$ cat config.mk
export PLATFORM = sky130hd
export DESIGN_NAME = dfc_flag_clear
export DESIGN_NICKNAME = d
export VERILOG_FILES = /design/src/dfc_pkg.sv /design/src/dfc_flag_cell.sv /design/src/dfc_flag_clear.sv
export SDC_FILE = /design/constraint.sdc
export NUM_CORES = 1
export LEC_CHECK = 0
export CAP_MARGIN = 20
export CORE_ASPECT_RATIO = 0.6
export CORE_MARGIN = 2
export CORE_UTILIZATION = 51
export DETAILED_ROUTE_END_ITERATION = 7
export DONT_BUFFER_PORTS = 1
export GPL_TIMING_DRIVEN = 0
export PLACE_DENSITY = 0.75
export SLEW_MARGIN = 20
export SYNTH_ARGS = -nofsm -noshare
export SYNTH_HDL_FRONTEND = slang
export SYNTH_SLANG_ARGS = --single-unit
$ cat constraint.sdc
create_clock -name pclk -period 2.9 [get_ports pclk]
set_input_delay 0.87 -clock pclk [delete_from_list [all_inputs] [get_ports pclk]]
set_output_delay 0.87 -clock pclk [all_outputs]
set_load 0.1 [all_outputs]
$ cat src/dfc_pkg.sv
// Constants, carrier types and state records for the DMA flag-clear block.
`default_nettype none

package dfc_pkg;

    localparam int          NUM_CH          = 8;
    localparam int          FLAGS_PER_CH    = 4;

    // Byte addresses on the APB bus
    localparam logic [31:0] DMA_BASE        = 32'ha000_0000;
    localparam logic [31:0] STATUS_OFFSET   = 32'h0000_0000;
    localparam logic [31:0] CLEAR_OFFSET    = 32'h0000_0004;
    localparam logic [31:0] CH0_BASE        = 32'ha000_0008;
    localparam logic [31:0] CH_STRIDE       = 32'h0000_0014;
    localparam logic [31:0] CH_LAST_BASE    = 32'ha000_0094;
    localparam logic [31:0] MASK_OFFSET     = 32'h0000_00a8;
    localparam logic [2:0]  CH_WORDS        = 3'h4;

    // Field positions inside one channel nibble
    localparam int          ANY_BIT         = 0;
    localparam int          COMPLETE_BIT    = 1;
    localparam int          HALF_BIT        = 2;
    localparam int          ERROR_BIT       = 3;

    // Reset values
    localparam logic [31:0] STATUS_RESET    = 32'h0000_0000;
    localparam logic [31:0] CLEAR_RESET     = 32'h0000_0000;
    localparam logic [31:0] MASK_RESET      = 32'h0000_0000;

    // One-cycle event pulses of a channel
    typedef struct packed {
        logic error;
        logic half;
        logic complete;
    } dfc_evt_t;

    // One channel nibble, bit 3 down to bit 0
    typedef struct packed {
        logic error;
        logic half;
        logic complete;
        logic any_event;
    } dfc_flags_t;

    typedef struct packed {
        logic       hit;
        logic [2:0] idx;
        logic [2:0] word;
    } dfc_chan_hit_t;

    typedef struct packed {
        dfc_flags_t flags;
    } dfc_cell_state_t;

    typedef struct packed {
        logic [31:0] mask;
        logic [31:0] prdata;
        logic        pready;
        logic        pslverr;
        logic        irq;
        logic        chan_req;
        logic        chan_write;
        logic [2:0]  chan_idx;
        logic [2:0]  chan_word;
        logic [31:0] chan_wdata;
    } dfc_top_state_t;

endpackage

`default_nettype wire

$ cat src/dfc_flag_cell.sv
// Status flags of one DMA channel with their set and clear logic.
`default_nettype none

module dfc_flag_cell
    import dfc_pkg::*;
(
    input  wire logic       pclk,
    input  wire logic       presetn,
    input  wire dfc_evt_t   evt,
    input  wire logic       clr_en,
    input  wire dfc_flags_t clr,
    output var  dfc_flags_t flags
);

    dfc_cell_state_t state_reg;
    dfc_cell_state_t state_next;
    dfc_flags_t      set_mask;
    dfc_flags_t      clr_mask;

    always_comb begin
        set_mask           = '0;
        set_mask.complete  = evt.complete;
        set_mask.half      = evt.half;
        set_mask.error     = evt.error;
        set_mask.any_event = evt.complete | evt.half | evt.error;

        clr_mask = '0;
        if (clr_en) begin
            // A zero bit in the written nibble leaves its flag alone unless bit 0 of the nibble is set
            clr_mask = clr;
            if (clr.any_event) begin
                clr_mask = '1;
            end
        end

        state_next       = state_reg;
        // Set after clear so a same-cycle event survives
        state_next.flags = (state_reg.flags & ~clr_mask) | set_mask;
    end

    always_ff @(posedge pclk or negedge presetn) begin
        if (!presetn) begin
            state_reg <= '0;
        end else begin
            state_reg <= state_next;
        end
    end

    assign flags = state_reg.flags;

endmodule

`default_nettype wire

$ cat src/dfc_flag_clear.sv
// APB-facing DMA event status, flag-clear register and interrupt logic.
`default_nettype none

module dfc_flag_clear
    import dfc_pkg::*;
(
    input  wire logic           pclk,
    input  wire logic           presetn,
    input  wire logic           psel,
    input  wire logic           penable,
    input  wire logic           pwrite,
    input  wire logic [31:0]    paddr,
    input  wire logic [31:0]    pwdata,
    input  wire logic [3:0]     pstrb,
    output var  logic [31:0]    prdata,
    output var  logic           pready,
    output var  logic           pslverr,
    input  wire dfc_evt_t [7:0] chan_evt,
    input  wire logic [31:0]    chan_rdata,
    output var  logic           chan_req,
    output var  logic           chan_write,
    output var  logic [2:0]     chan_idx,
    output var  logic [2:0]     chan_word,
    output var  logic [31:0]    chan_wdata,
    output var  logic [31:0]    event_status,
    output var  logic           irq
);

    dfc_top_state_t       state_reg;
    dfc_top_state_t       state_next;
    dfc_flags_t     [7:0] flags;
    logic           [31:0] status_word;
    logic           [31:0] clear_word;
    logic                  setup_phase;
    logic                  access_end;
    logic                  clr_write;
    logic           [7:0]  clr_en;
    dfc_chan_hit_t         chan_hit;
    logic                  hit_status;
    logic                  hit_clear;
    logic                  hit_mask;
    logic                  aligned;

    // Locate an address inside the per-channel register blocks
    function automatic dfc_chan_hit_t chan_decode(input logic [31:0] addr);
        dfc_chan_hit_t r;
        logic [31:0]   lo;
        logic [31:0]   rel;
        r = '0;
        for (int i = 0; i < NUM_CH; i++) begin
            lo = CH0_BASE + 32'(i) * CH_STRIDE;
            if (addr >= lo && addr < lo + CH_STRIDE) begin
                rel    = addr - lo;
                r.hit  = 1'b1;
                r.idx  = 3'(i);
                r.word = rel[4:2];
            end
        end
        return r;
    endfunction

    // Byte lane of a channel nibble; a lane holds two channels
    function automatic logic lane_of(input logic [3:0] strb, input int ch);
        return strb[ch / 2];
    endfunction

    assign setup_phase = psel && !penable;
    // One wait state: pready rises on the second access cycle
    assign access_end  = psel && penable && state_reg.pready;
    assign aligned     = (paddr[1:0] == 2'b00);
    assign hit_status  = aligned && (paddr == DMA_BASE + STATUS_OFFSET);
    assign hit_clear   = aligned && (paddr == DMA_BASE + CLEAR_OFFSET);
    assign hit_mask    = aligned && (paddr == DMA_BASE + MASK_OFFSET);
    assign chan_hit    = chan_decode(paddr);

    // The clear word exists only as the write data of one access
    assign clear_word  = pwdata;
    assign clr_write   = access_end && pwrite && hit_clear;

    generate
        for (genvar ch = 0; ch < NUM_CH; ch++) begin : g_chan
            assign clr_en[ch] = clr_write && lane_of(pstrb, ch);
            assign status_word[FLAGS_PER_CH*ch +: FLAGS_PER_CH] = flags[ch];

            dfc_flag_cell u_cell (
                .pclk    (pclk),
                .presetn (presetn),
                .evt     (chan_evt[ch]),
                .clr_en  (clr_en[ch]),
                .clr     (dfc_flags_t'(clear_word[FLAGS_PER_CH*ch +: FLAGS_PER_CH])),
                .flags   (flags[ch])
            );
        end
    endgenerate

    always_comb begin
        state_next            = state_reg;
        state_next.chan_req   = 1'b0;
        state_next.irq        = |(status_word & state_reg.mask);

        if (access_end) begin
            // Answer is consumed at this edge; drop back for the next transfer
            state_next.pready  = 1'b0;
            state_next.pslverr = 1'b0;
            state_next.prdata  = '0;
            if (pwrite && hit_mask) begin
                for (int b = 0; b < 4; b++) begin
                    if (pstrb[b]) begin
                        state_next.mask[8*b +: 8] = pwdata[8*b +: 8];
                    end
                end
            end
        end else if (psel && penable && !state_reg.pready) begin
            state_next.pready  = 1'b1;
            state_next.pslverr = 1'b0;
            state_next.prdata  = '0;
            if (hit_status) begin
                // Flags only change through events and the clear register
                state_next.prdata  = pwrite ? '0 : status_word;
                state_next.pslverr = pwrite;
            end else if (hit_clear) begin
                state_next.prdata = '0;
            end else if (hit_mask) begin
                state_next.prdata = pwrite ? '0 : state_reg.mask;
            end else if (aligned && chan_hit.hit && chan_hit.word < CH_WORDS) begin
                // Channel register file answers combinationally on chan_rdata
                state_next.prdata = pwrite ? '0 : chan_rdata;
            end else begin
                state_next.pslverr = 1'b1;
            end
        end

        // Forward a channel block access one cycle after its setup
        if (setup_phase && aligned && chan_hit.hit && chan_hit.word < CH_WORDS) begin
            state_next.chan_req   = 1'b1;
            state_next.chan_write = pwrite;
            state_next.chan_idx   = chan_hit.idx;
            state_next.chan_word  = chan_hit.word;
            state_next.chan_wdata = pwdata;
        end
    end

    always_ff @(posedge pclk or negedge presetn) begin
        if (!presetn) begin
            state_reg      <= '0;
            state_reg.mask <= MASK_RESET;
        end else begin
            state_reg <= state_next;
        end
    end

    assign prdata       = state_reg.prdata;
    assign pready       = state_reg.pready;
    assign pslverr      = state_reg.pslverr;
    assign chan_req     = state_reg.chan_req;
    assign chan_write   = state_reg.chan_write;
    assign chan_idx     = state_reg.chan_idx;
    assign chan_word    = state_reg.chan_word;
    assign chan_wdata   = state_reg.chan_wdata;
    assign event_status = status_word;
    assign irq          = state_reg.irq;

endmodule

`default_nettype wire

# Yosys cells after proc, flatten, opt, wreduce, memory -nomap -nowiden
# Cells that the tools add are included.
# totals
regBits	139
latch_bits	0
ram_bits	0
rom_bits	0
input_bits	129
output_inout_bits	107
wordCells	188
mem_count	0
# classes
add_sub_neg	8
n_mul	0
div	0
order_cmp	17
n_eq_ne	3
shift	0
muxes	38
bitwise_logic	41
reduce_logical	36
# ops
cell	count
$ge 32x32->1 const B	8
$lt 32x32->1 const B	8
$mux 32	7
$eq 32x32->1 const B	3
$mux 34	2
$mux 4	16
$mux 7	8
$mux 40	1
$and 32x32->32	1
$and 4x4->4	8
$not 4->4	8
$or 4x4->4	8
$reduce_or 32->1	1
$logic_and 1x1->1	27
$sub 5x5->5 const B	4
$or 1x1->1	16
$reduce_and 3->1	4
$sub 5x4->5 const B	2
$sub 5x1->5 const B	1
$sub 5x3->5 const B	1
$mux 1	4
$lt 3x3->1 const B	1
$logic_not 1->1	2
$logic_not 2->1	1
$reduce_bool 2->1	1

# Longest topological paths before layout
# Gate-level depths: netlist of run 1.
# logic_depth
word_depth	18
mapped_depth	12
depth_no_buf	10

# Cells and area by module
# Synthesis of run 1 repeated with hierarchy kept, for this count alone.
# unflattened
cells_unflattened	656
area_unflattened_um2	7508.5
# modules_own_cells
module	n_inst	cells_each	area_per_inst_um2	seq_area_each_um2
dfc_flag_clear	1	560	6287.3	2677.6
dfc_flag_cell	8	12	152.6	100.1

# Worst setup path before layout of run 1
# Ideal clock, no wire load.
# synth_timing
path_type	input -> register
start	input paddr[3]
end	register state_reg, in the netlist chan_write
setup_time_ns	0.126
arrival_time_ns	3.293
setup_slack_ns	-0.519
path_stages	12
path_cell_list	inv_1 > ha_1 > nand2b_1 > o21ai_0 > o31a_1 > o21ai_2 > nand3_1 > o311ai_4 > nor4b_4 > buf_6 > buf_8 > mux2_4
# synth_via
elab_chain_len	12
elab_cells_between_ends	43
classes_between	add/sub: 8; order compare: 17; mux: 8; reduce/logical: 10
# synth_rtl
element	line_no	rtl
start, declared	dfc_flag_clear.sv:12	input wire logic [31:0] paddr,
$ge 32x32->1 / $lt 32x32->1 (equally long branches)	dfc_flag_clear.sv:52	if (addr >= lo && addr < lo + CH_STRIDE) begin
$logic_and 1x1->1	dfc_flag_clear.sv:52	
$mux 7 (7 in a row)	dfc_flag_clear.sv:52	
$mux 7 *	dfc_flag_clear.sv:52	
$lt 3x3->1 / $logic_and 1x1->1 (equally long branches)	dfc_flag_clear.sv:134	if (setup_phase && aligned && chan_hit.hit && chan_hit.word < CH_WORDS) begin
$logic_and 1x1->1 *	dfc_flag_clear.sv:134	
end signal, assigned	dfc_flag_clear.sv:148	state_reg <= state_next;
end, declared	dfc_flag_clear.sv:29	dfc_top_state_t state_reg;
# Every way passes the cells marked *; elsewhere a longest branch is shown, timed or not.
# A chain may end at the register's enable or synchronous reset.

# Worst setup path in the final report of run 1
# layout_timing
start	input paddr[5]
end	register state_reg, in the netlist chan_wdata[16]
# The elaborated chain is that of the path after synthesis.

==> results by group, run 1 <==
Run status
  – Outcome: finished, violations left
  – Failing checks: setup timing

Pwr
  – Maximum VDD drop: 0.344 mV
  – Sw Share: 0.263
  – Clock Power Share: 0.491
  – Seq pwr share: 0.463
  – NetSw: 1170 uW
  – Combinational Power Share: 0.047
  – Leakage: 0.00453 uW
  – Pwr dens: 479 mW/mm2
  – P_int: 3280 uW

Timing
  – Final hold vios: 0
  – RSZ-0062 raised after global routing: yes
  – Number of setup violations in the final report: 68
  – Worst Slack Setup Final: -0.201 ns
  – FMAX: 322 MHz
  – Final min period: 3.10 ns
  – Worst-Margin Slew: 1.13 ns
  – Slew headroom: 0.245
  – Slew Limit Fails: 0
  – Final Skew: 0.0124 ns
  – Fin crit share: 1.07

Routing
  – WL per Instance: 25.6 um
  – # DRC: 0
  – DRT Pass-1 Iters: 5
  – WL final: 24.9 mm
  – Via-to-Cell Ratio: 6.27
  – Final antenna-violating net count: 0
  – Via count: 6,086
  – Iter 0 DRT Violations: 399

Setup path
  – Crit Path Category: in2reg
  – Crit path from: paddr[5]
  – Critical-path cell list: buf_2 -> clkbuf_4 -> o211ai_1 -> buf_4 -> o21bai_1 -> a211o_1 -> nor3b_2 -> nor4b_4 -> buf_6 -> buf_12 -> clkbuf_16 -> mux2_4
  – CP peak stage delay: 0.36 ns
  – RR Endpoint: g_chan[5].u_cell.flags[0]
  – Startpoint types: primary input
  – Worst reg2reg startpoint: pready
  – Critical path's slowest cell: a211o_1
  – Critical Path RT: 3.20 ns
  – Reg-to-reg setup timing slack: 0.25 ns
  – FF-to-FF path depth: 8
  – Worst path arrival time: 3.40 ns
  – Critical Path End: chan_wdata[16]
  – Crit end category: flop
  – Crit Path Max Fanout: 10

GRT
  – All-Layer GR Usage: 0.312
  – Initial antenna violation count: 0
  – Overflow after GRT: 0
  – Largest net degree at the start of global routing: 140
  – First-pass GRT wire length: 36.9 mm
  – Number of global-route vias before repair: 6,012

Placed design
  – Cell Count Post-Placement: 885
  – Setup WS pre-CTS: -1.12 ns
  – DP HPWL: 18.1 mm
  – IO Port Bufs: 0
  – GPL Wtd Cong: 0.855

Clock network
  – H-tree levels: 4
  – CTS buffer count: 17
  – Clk sinks: 139
  – CTS tree: yes
  – CTS Root Buffer Type: clkbuf_16
  – CTS clock-pin slew for the worst setup and hold paths: 0.06 ns
  – Hold bufs inserted after CTS: 0
  – Max Buffers Root-to-Sink: 2
  – Worst-skew pair later-pin latency: 0.42 ns

Synth
  – Synth cell types: 75
  – Sequential cell area fraction in the yosys report: 0.462
  – Asr flop ratio synth: 1.00
  – Avg Cell Area, Syn: 10.9 um2
  – Cell Area, Synth: 0.00752 mm2
  – Yosys warning count: 0
  – #FFs+latches synth: 139
  – Post-synth EDFFs: 0
  – Mapped Cells: 687
  – Predominant post-synthesis flop cell: dfrtp_1
  – Syn nets: 824

Floorplan
  – Floorplan Core Area: 0.0145 mm2
  – Die Ht: 98.1 um
  – Die ar.: 0.0158 mm2
  – I/O Pins: 236
  – Die width: 161 um
  – Starting Density: 0.520
  – Rows: 34

Cells and area
  – Share of cells above drive strength 1: 0.409
  – Final nets: 896
  – P&R area growth vs syn: 23.8%
  – Finished Layout Cells: 970
  – ANT cells: 0

Hold path
  – Worst Hold Class: in2async

Flow run
  – Max Cap Viol: 0
==> final cells by class <==
class / count / area (um2)
flip-flops and latches: 139 / 3480
multi-input cells: 439 / 3690
well taps: 198 / 248
clock inverters: 14 / 151
plain buffers: 97 / 731
inverters: 8 / 41.3
clock buffers: 18 / 439
repair buffers: 57 / 537
fillers: 1149 / 5150
==> power groups by stage <==
| stage | Clock, uW | Combinational (uW) | Sequential, uW |
|---|---|---|---|
| finish | 2190 | 208 | 2060 |
| global route | 2300 | 218 | 2060 |
| CTS | 2210 | 179 | 2060 |
| detailed placement | 0 | 151 | 2100 |
| global placement | 0 | 151 | 2100 |
| floorplan | 0 | 115 | 2090 |
==> Yosys cell counts, drive strengths merged (7+ instances only) <==
library cell | n | area share
dfrtp | 139 | 0.46
buf | 87 | 0.084
nand2 | 84 | 0.042
mux2 | 68 | 0.11
a21o | 58 | 0.058
a22oi | 46 | 0.048
o21ai | 32 | 0.022
clkbuf | 14 | 0.0077
nor3 | 13 | 0.011
nor2 | 12 | 0.0060
a21oi | 9 | 0.0060
a2111o | 8 | 0.012
ha | 8 | 0.013
inv | 8 | 0.0040
nand3 | 8 | 0.0053
nand4 | 7 | 0.0058
nor4 | 7 | 0.012
==> repair_timing <==
| item | CTS | global route |
|---|---|---|
| pin swaps | 19 | 27 |
| buffers inserted | 31 | 25 |
| gates resized for setup | 39 | 74 |
| cloned | 1 | 1 |
| setup endpoints to repair | 135 | 106 |
==> critical path, delay by kind of cell <==
kind                   cells  cell delay (ns)
AO/OA/AOI/OAI              3             0.63
multiplexers               1             0.29
buffers and inverters      6             1.11
AND/OR/NAND/NOR            2             0.48
==> through the flow <==
step	instance area [um2]	hold WS, ns	setup TNS, ns	util	total power (uW)
detailed placement	7880	0.496	-99.85	0.545	2250
CTS	8920	0.140	-5.71	0.617	4450
global route	9310	0.136	-13.71	0.644	4580
floorplan	7640	0.466	-10.91	-	2210
global placement	7880	0.490	-96.42	0.545	2250
finish	9310	0.156	-9.22	0.644	4460
==> cells by family after synthesis <==
kind of cell | Yosys count | share of synthesized area
AOI/OAI and AO/OA | 190 | 0.192
and+or+nand+nor | 169 | 0.125
DFF | 139 | 0.462
buffers and inverters | 109 | 0.0961
muxes | 71 | 0.111
adders and majority gates | 8 | 0.0133
xor gates and xnor gates | 1 | 0.00116
==> routing by layer <==
metal	track usage	vias to the layer above	wire length, um	share of wire
met5	0	-	0	0
met4	0.0611	0	216	0.0087
met3	0.0969	20	2580	0.10
met2	0.449	328	10700	0.43
met1	0.467	3122	11300	0.46
li1	-	2616	-	-
==> worst min path at each step <==
stage,cells after the start,end,from
final,0,chan_idx[1],presetn
after floorplan,1,chan_word[2],chan_word[2]
after detailed placement,1,chan_wdata[11],chan_wdata[11]
after CTS,0,chan_wdata[2],presetn
after global placement,1,chan_word[2],chan_word[2]
after global routing,0,chan_word[0],presetn
==> layout by cell type, fill, tap and decap left out, drive strengths merged, types with 4 or more instances in the layout <==
master,n
a2111o,8
a21o,58
a21oi,9
a221oi,4
a22oi,46
and2,5
buf,143
clkbuf,29
clkinvlp,4
dfrtp,139
ha,8
inv,14
mux2,68
nand2,84
nand3,8
nand4,7
nor2,12
nor2b,6
nor3,13
nor4,7
nor4b,5
o21ai,32
or3,6
(Power assumes the default switching activity.)
==> run 2: changes to the inputs <==
- CORE_ASPECT_RATIO: 0.6 -> default
==> results by group, run 2 (synthesized netlist as in run 1, its figures left out) <==
Run status
  – Outcome: finished, violations left (unchanged)
  – Failing checks: setup timing (unchanged)

GRT
  – Number of global-route vias before repair: 5,909 (was 6,012)
  – First-pass GRT wire length: 34.9 mm (was 36.9 mm)
  – Overflow after GRT: 0 (unchanged)
  – All-Layer GR Usage: 0.288 (was 0.312)
  – Largest net degree at the start of global routing: 140 (unchanged)
  – Initial antenna violation count: 0 (unchanged)

Setup path
  – Critical Path End: chan_wdata[9] (was chan_wdata[16])
  – Crit Path Max Fanout: 10 (unchanged)
  – Crit end category: flop (unchanged)
  – RR Endpoint: g_chan[0].u_cell.flags[0] (was g_chan[5].u_cell.flags[0])
  – Crit Path Category: in2reg (unchanged)
  – Reg-to-reg setup timing slack: 0.33 ns (was 0.25 ns)
  – Worst reg2reg startpoint: pready (unchanged)
  – FF-to-FF path depth: 7 (was 8)
  – Worst path arrival time: 3.33 ns (was 3.40 ns)
  – Critical Path RT: 3.20 ns (about the same)
  – Startpoint types: primary input (unchanged)
  – Crit path from: paddr[3] (was paddr[5])

Timing
  – Worst Slack Setup Final: -0.135 ns (was -0.201 ns)
  – Slew Limit Fails: 0 (unchanged)
  – Final hold vios: 0 (unchanged)
  – FMAX: 329 MHz (was 322 MHz)
  – Fin crit share: 1.05 (was 1.07)
  – Final Skew: 0.00693 ns (was 0.0124 ns)
  – Worst-Margin Slew: 1.08 ns (was 1.13 ns)
  – Number of setup violations in the final report: 40 (was 68)
  – RSZ-0062 raised after global routing: yes (unchanged)
  – Setup TNS: -3.88 ns (was -9.22 ns)
  – Slew headroom: 0.278 (was 0.245)
  – Final min period: 3.04 ns (was 3.10 ns)

Floorplan
  – Starting Density: 0.520 (about the same)
  – Floorplan Core Area: 0.0145 mm2 (about the same)
  – Die ar.: 0.0157 mm2 (was 0.0158 mm2)
  – Die width: 125 um (was 161 um)
  – Rows: 44 (was 34)
  – Die Ht: 125 um (was 98.1 um)
  – I/O Pins: 236 (unchanged)

Cells and area
  – Final nets: 894 (was 896)
  – ANT cells: 0 (unchanged)
  – P&R area growth vs syn: 22.5% (was 23.8%)
  – Most common cell after layout, fill and taps aside: dfrtp_1 (unchanged)
  – Share of cells above drive strength 1: 0.385 (was 0.409)
  – Finished Layout Cells: 952 (was 970)
  – Most frequent cells in the layout: dfrtp_1 (139), buf_4 (117), nand2_1 (80), a21o_1 (58), a22oi_1 (45) (was dfrtp_1 (139), buf_4 (118), nand2_1 (74), a21o_1 (57), mux2_2 (48))

Hold path
  – Worst Hold Class: in2async (unchanged)

Clock network
  – CTS buffer count: 17 (unchanged)
  – CTS Root Buffer Type: clkbuf_16 (unchanged)
  – H-tree levels: 4 (unchanged)
  – Max Buffers Root-to-Sink: 2 (unchanged)
  – Hold bufs inserted after CTS: 0 (unchanged)
  – CTS clock-pin slew for the worst setup and hold paths: 0.06 ns (about the same)
  – CTS tree: yes (unchanged)
  – Worst-skew pair later-pin latency: 0.42 ns (about the same)
  – Clk sinks: 139 (unchanged)

Pwr
  – Pwr dens: 460 mW/mm2 (was 479 mW/mm2)
  – Tot Pwr: 4240 uW (was 4460 uW)
  – Maximum VDD drop: 0.403 mV (was 0.344 mV)
  – Leakage: 0.00447 uW (was 0.00453 uW)

Routing
  – Final antenna-violating net count: 0 (unchanged)
  – WL final: 23.2 mm (was 24.9 mm)
  – WL per Instance: 24.4 um (was 25.6 um)
  – Via count: 5,920 (was 6,086)
  – Iter 0 DRT Violations: 540 (was 399)
  – DRT Pass-1 Iters: 5 (unchanged)
  – Via-to-Cell Ratio: 6.22 (was 6.27)
  – # DRC: 0 (unchanged)

Flow run
  – Max Cap Viol: 0 (unchanged)

Placed design
  – Cell Count Post-Placement: 871 (was 885)
  – Setup WS pre-CTS: -0.892 ns (was -1.12 ns)
  – GPL Wtd Cong: 0.879 (was 0.855)
  – DP HPWL: 16.4 mm (was 18.1 mm)
  – IO Port Bufs: 0 (unchanged)
-- run 2: area by class of cell --
class | instances | area, um2
plain buffers | 100 | 788
clock inverters | 11 | 98.8
well taps | 184 | 230
clock buffers | 19 | 433
multi-input cells | 439 | 3670
inverters | 8 | 37.5
fillers | 1138 | 5270
repair buffers | 52 | 475
flip-flops and latches | 139 | 3480
-- run 2: what timing repair did --
item | CTS | global route
buffers inserted | 22 | 27
endpoints found under the setup margin | 125 | 77
gates cloned | 1 | 2
gates resized for setup | 48 | 60
pin swaps | 18 | 29
-- run 2: critical path: stages --
cell        delay [ns]
clkinvlp_4        0.14
buf_6             0.17
ha_4              0.15
and3_4            0.16
o31a_1            0.40
o21a_1            0.25
o32ai_4           0.15
nor3b_2           0.09
nor4b_4           0.29
buf_6             0.21
buf_12            0.15
mux2_4            0.31
-- run 2: how the worst min path moves through the flow --
stage,start,slack (ns),cells after the start,endpoint
3_3_place_gp,chan_word[2],0.49,1,chan_word[2]
5_1_grt,presetn,0.13,0,chan_wdata[24]
6_report,presetn,0.14,0,chan_wdata[24]
4_1_cts,presetn,0.13,0,pready
3_5_place_dp,chan_wdata[31],0.50,1,chan_wdata[31]
2_1_floorplan,chan_word[2],0.47,1,chan_word[2]
-- run 2: routing by layer --
| metal | part of all wire | track usage | vias up |
|---|---|---|---|
| li1 | - | - | 2582 |
| met4 | 0.027 | 0.0980 | 0 |
| met2 | 0.48 | 0.459 | 304 |
| met1 | 0.40 | 0.377 | 2986 |
| met3 | 0.099 | 0.0877 | 48 |
| met5 | 0 | 0 | - |
-- run 2: stage by stage --
stage	area, um2	hold WS (ns)	util
6_report	9210	0.145	0.636
5_1_grt	9210	0.125	0.636
4_1_cts	8800	0.126	0.608
3_5_place_dp	7870	0.500	0.543
3_3_place_gp	7870	0.488	0.543
2_1_floorplan	7640	0.466	-
-- run 2: where the power goes --
group / switching [uW] / internal [uW] / leakage, uW / total [uW]
clock: 826 / 1170 / 0.000255 / 1990
sequential: 114 / 1950 / 0.00176 / 2060
combinational: 104 / 80.6 / 0.00245 / 185
total: 1040 / 3200 / 0.00447 / 4240
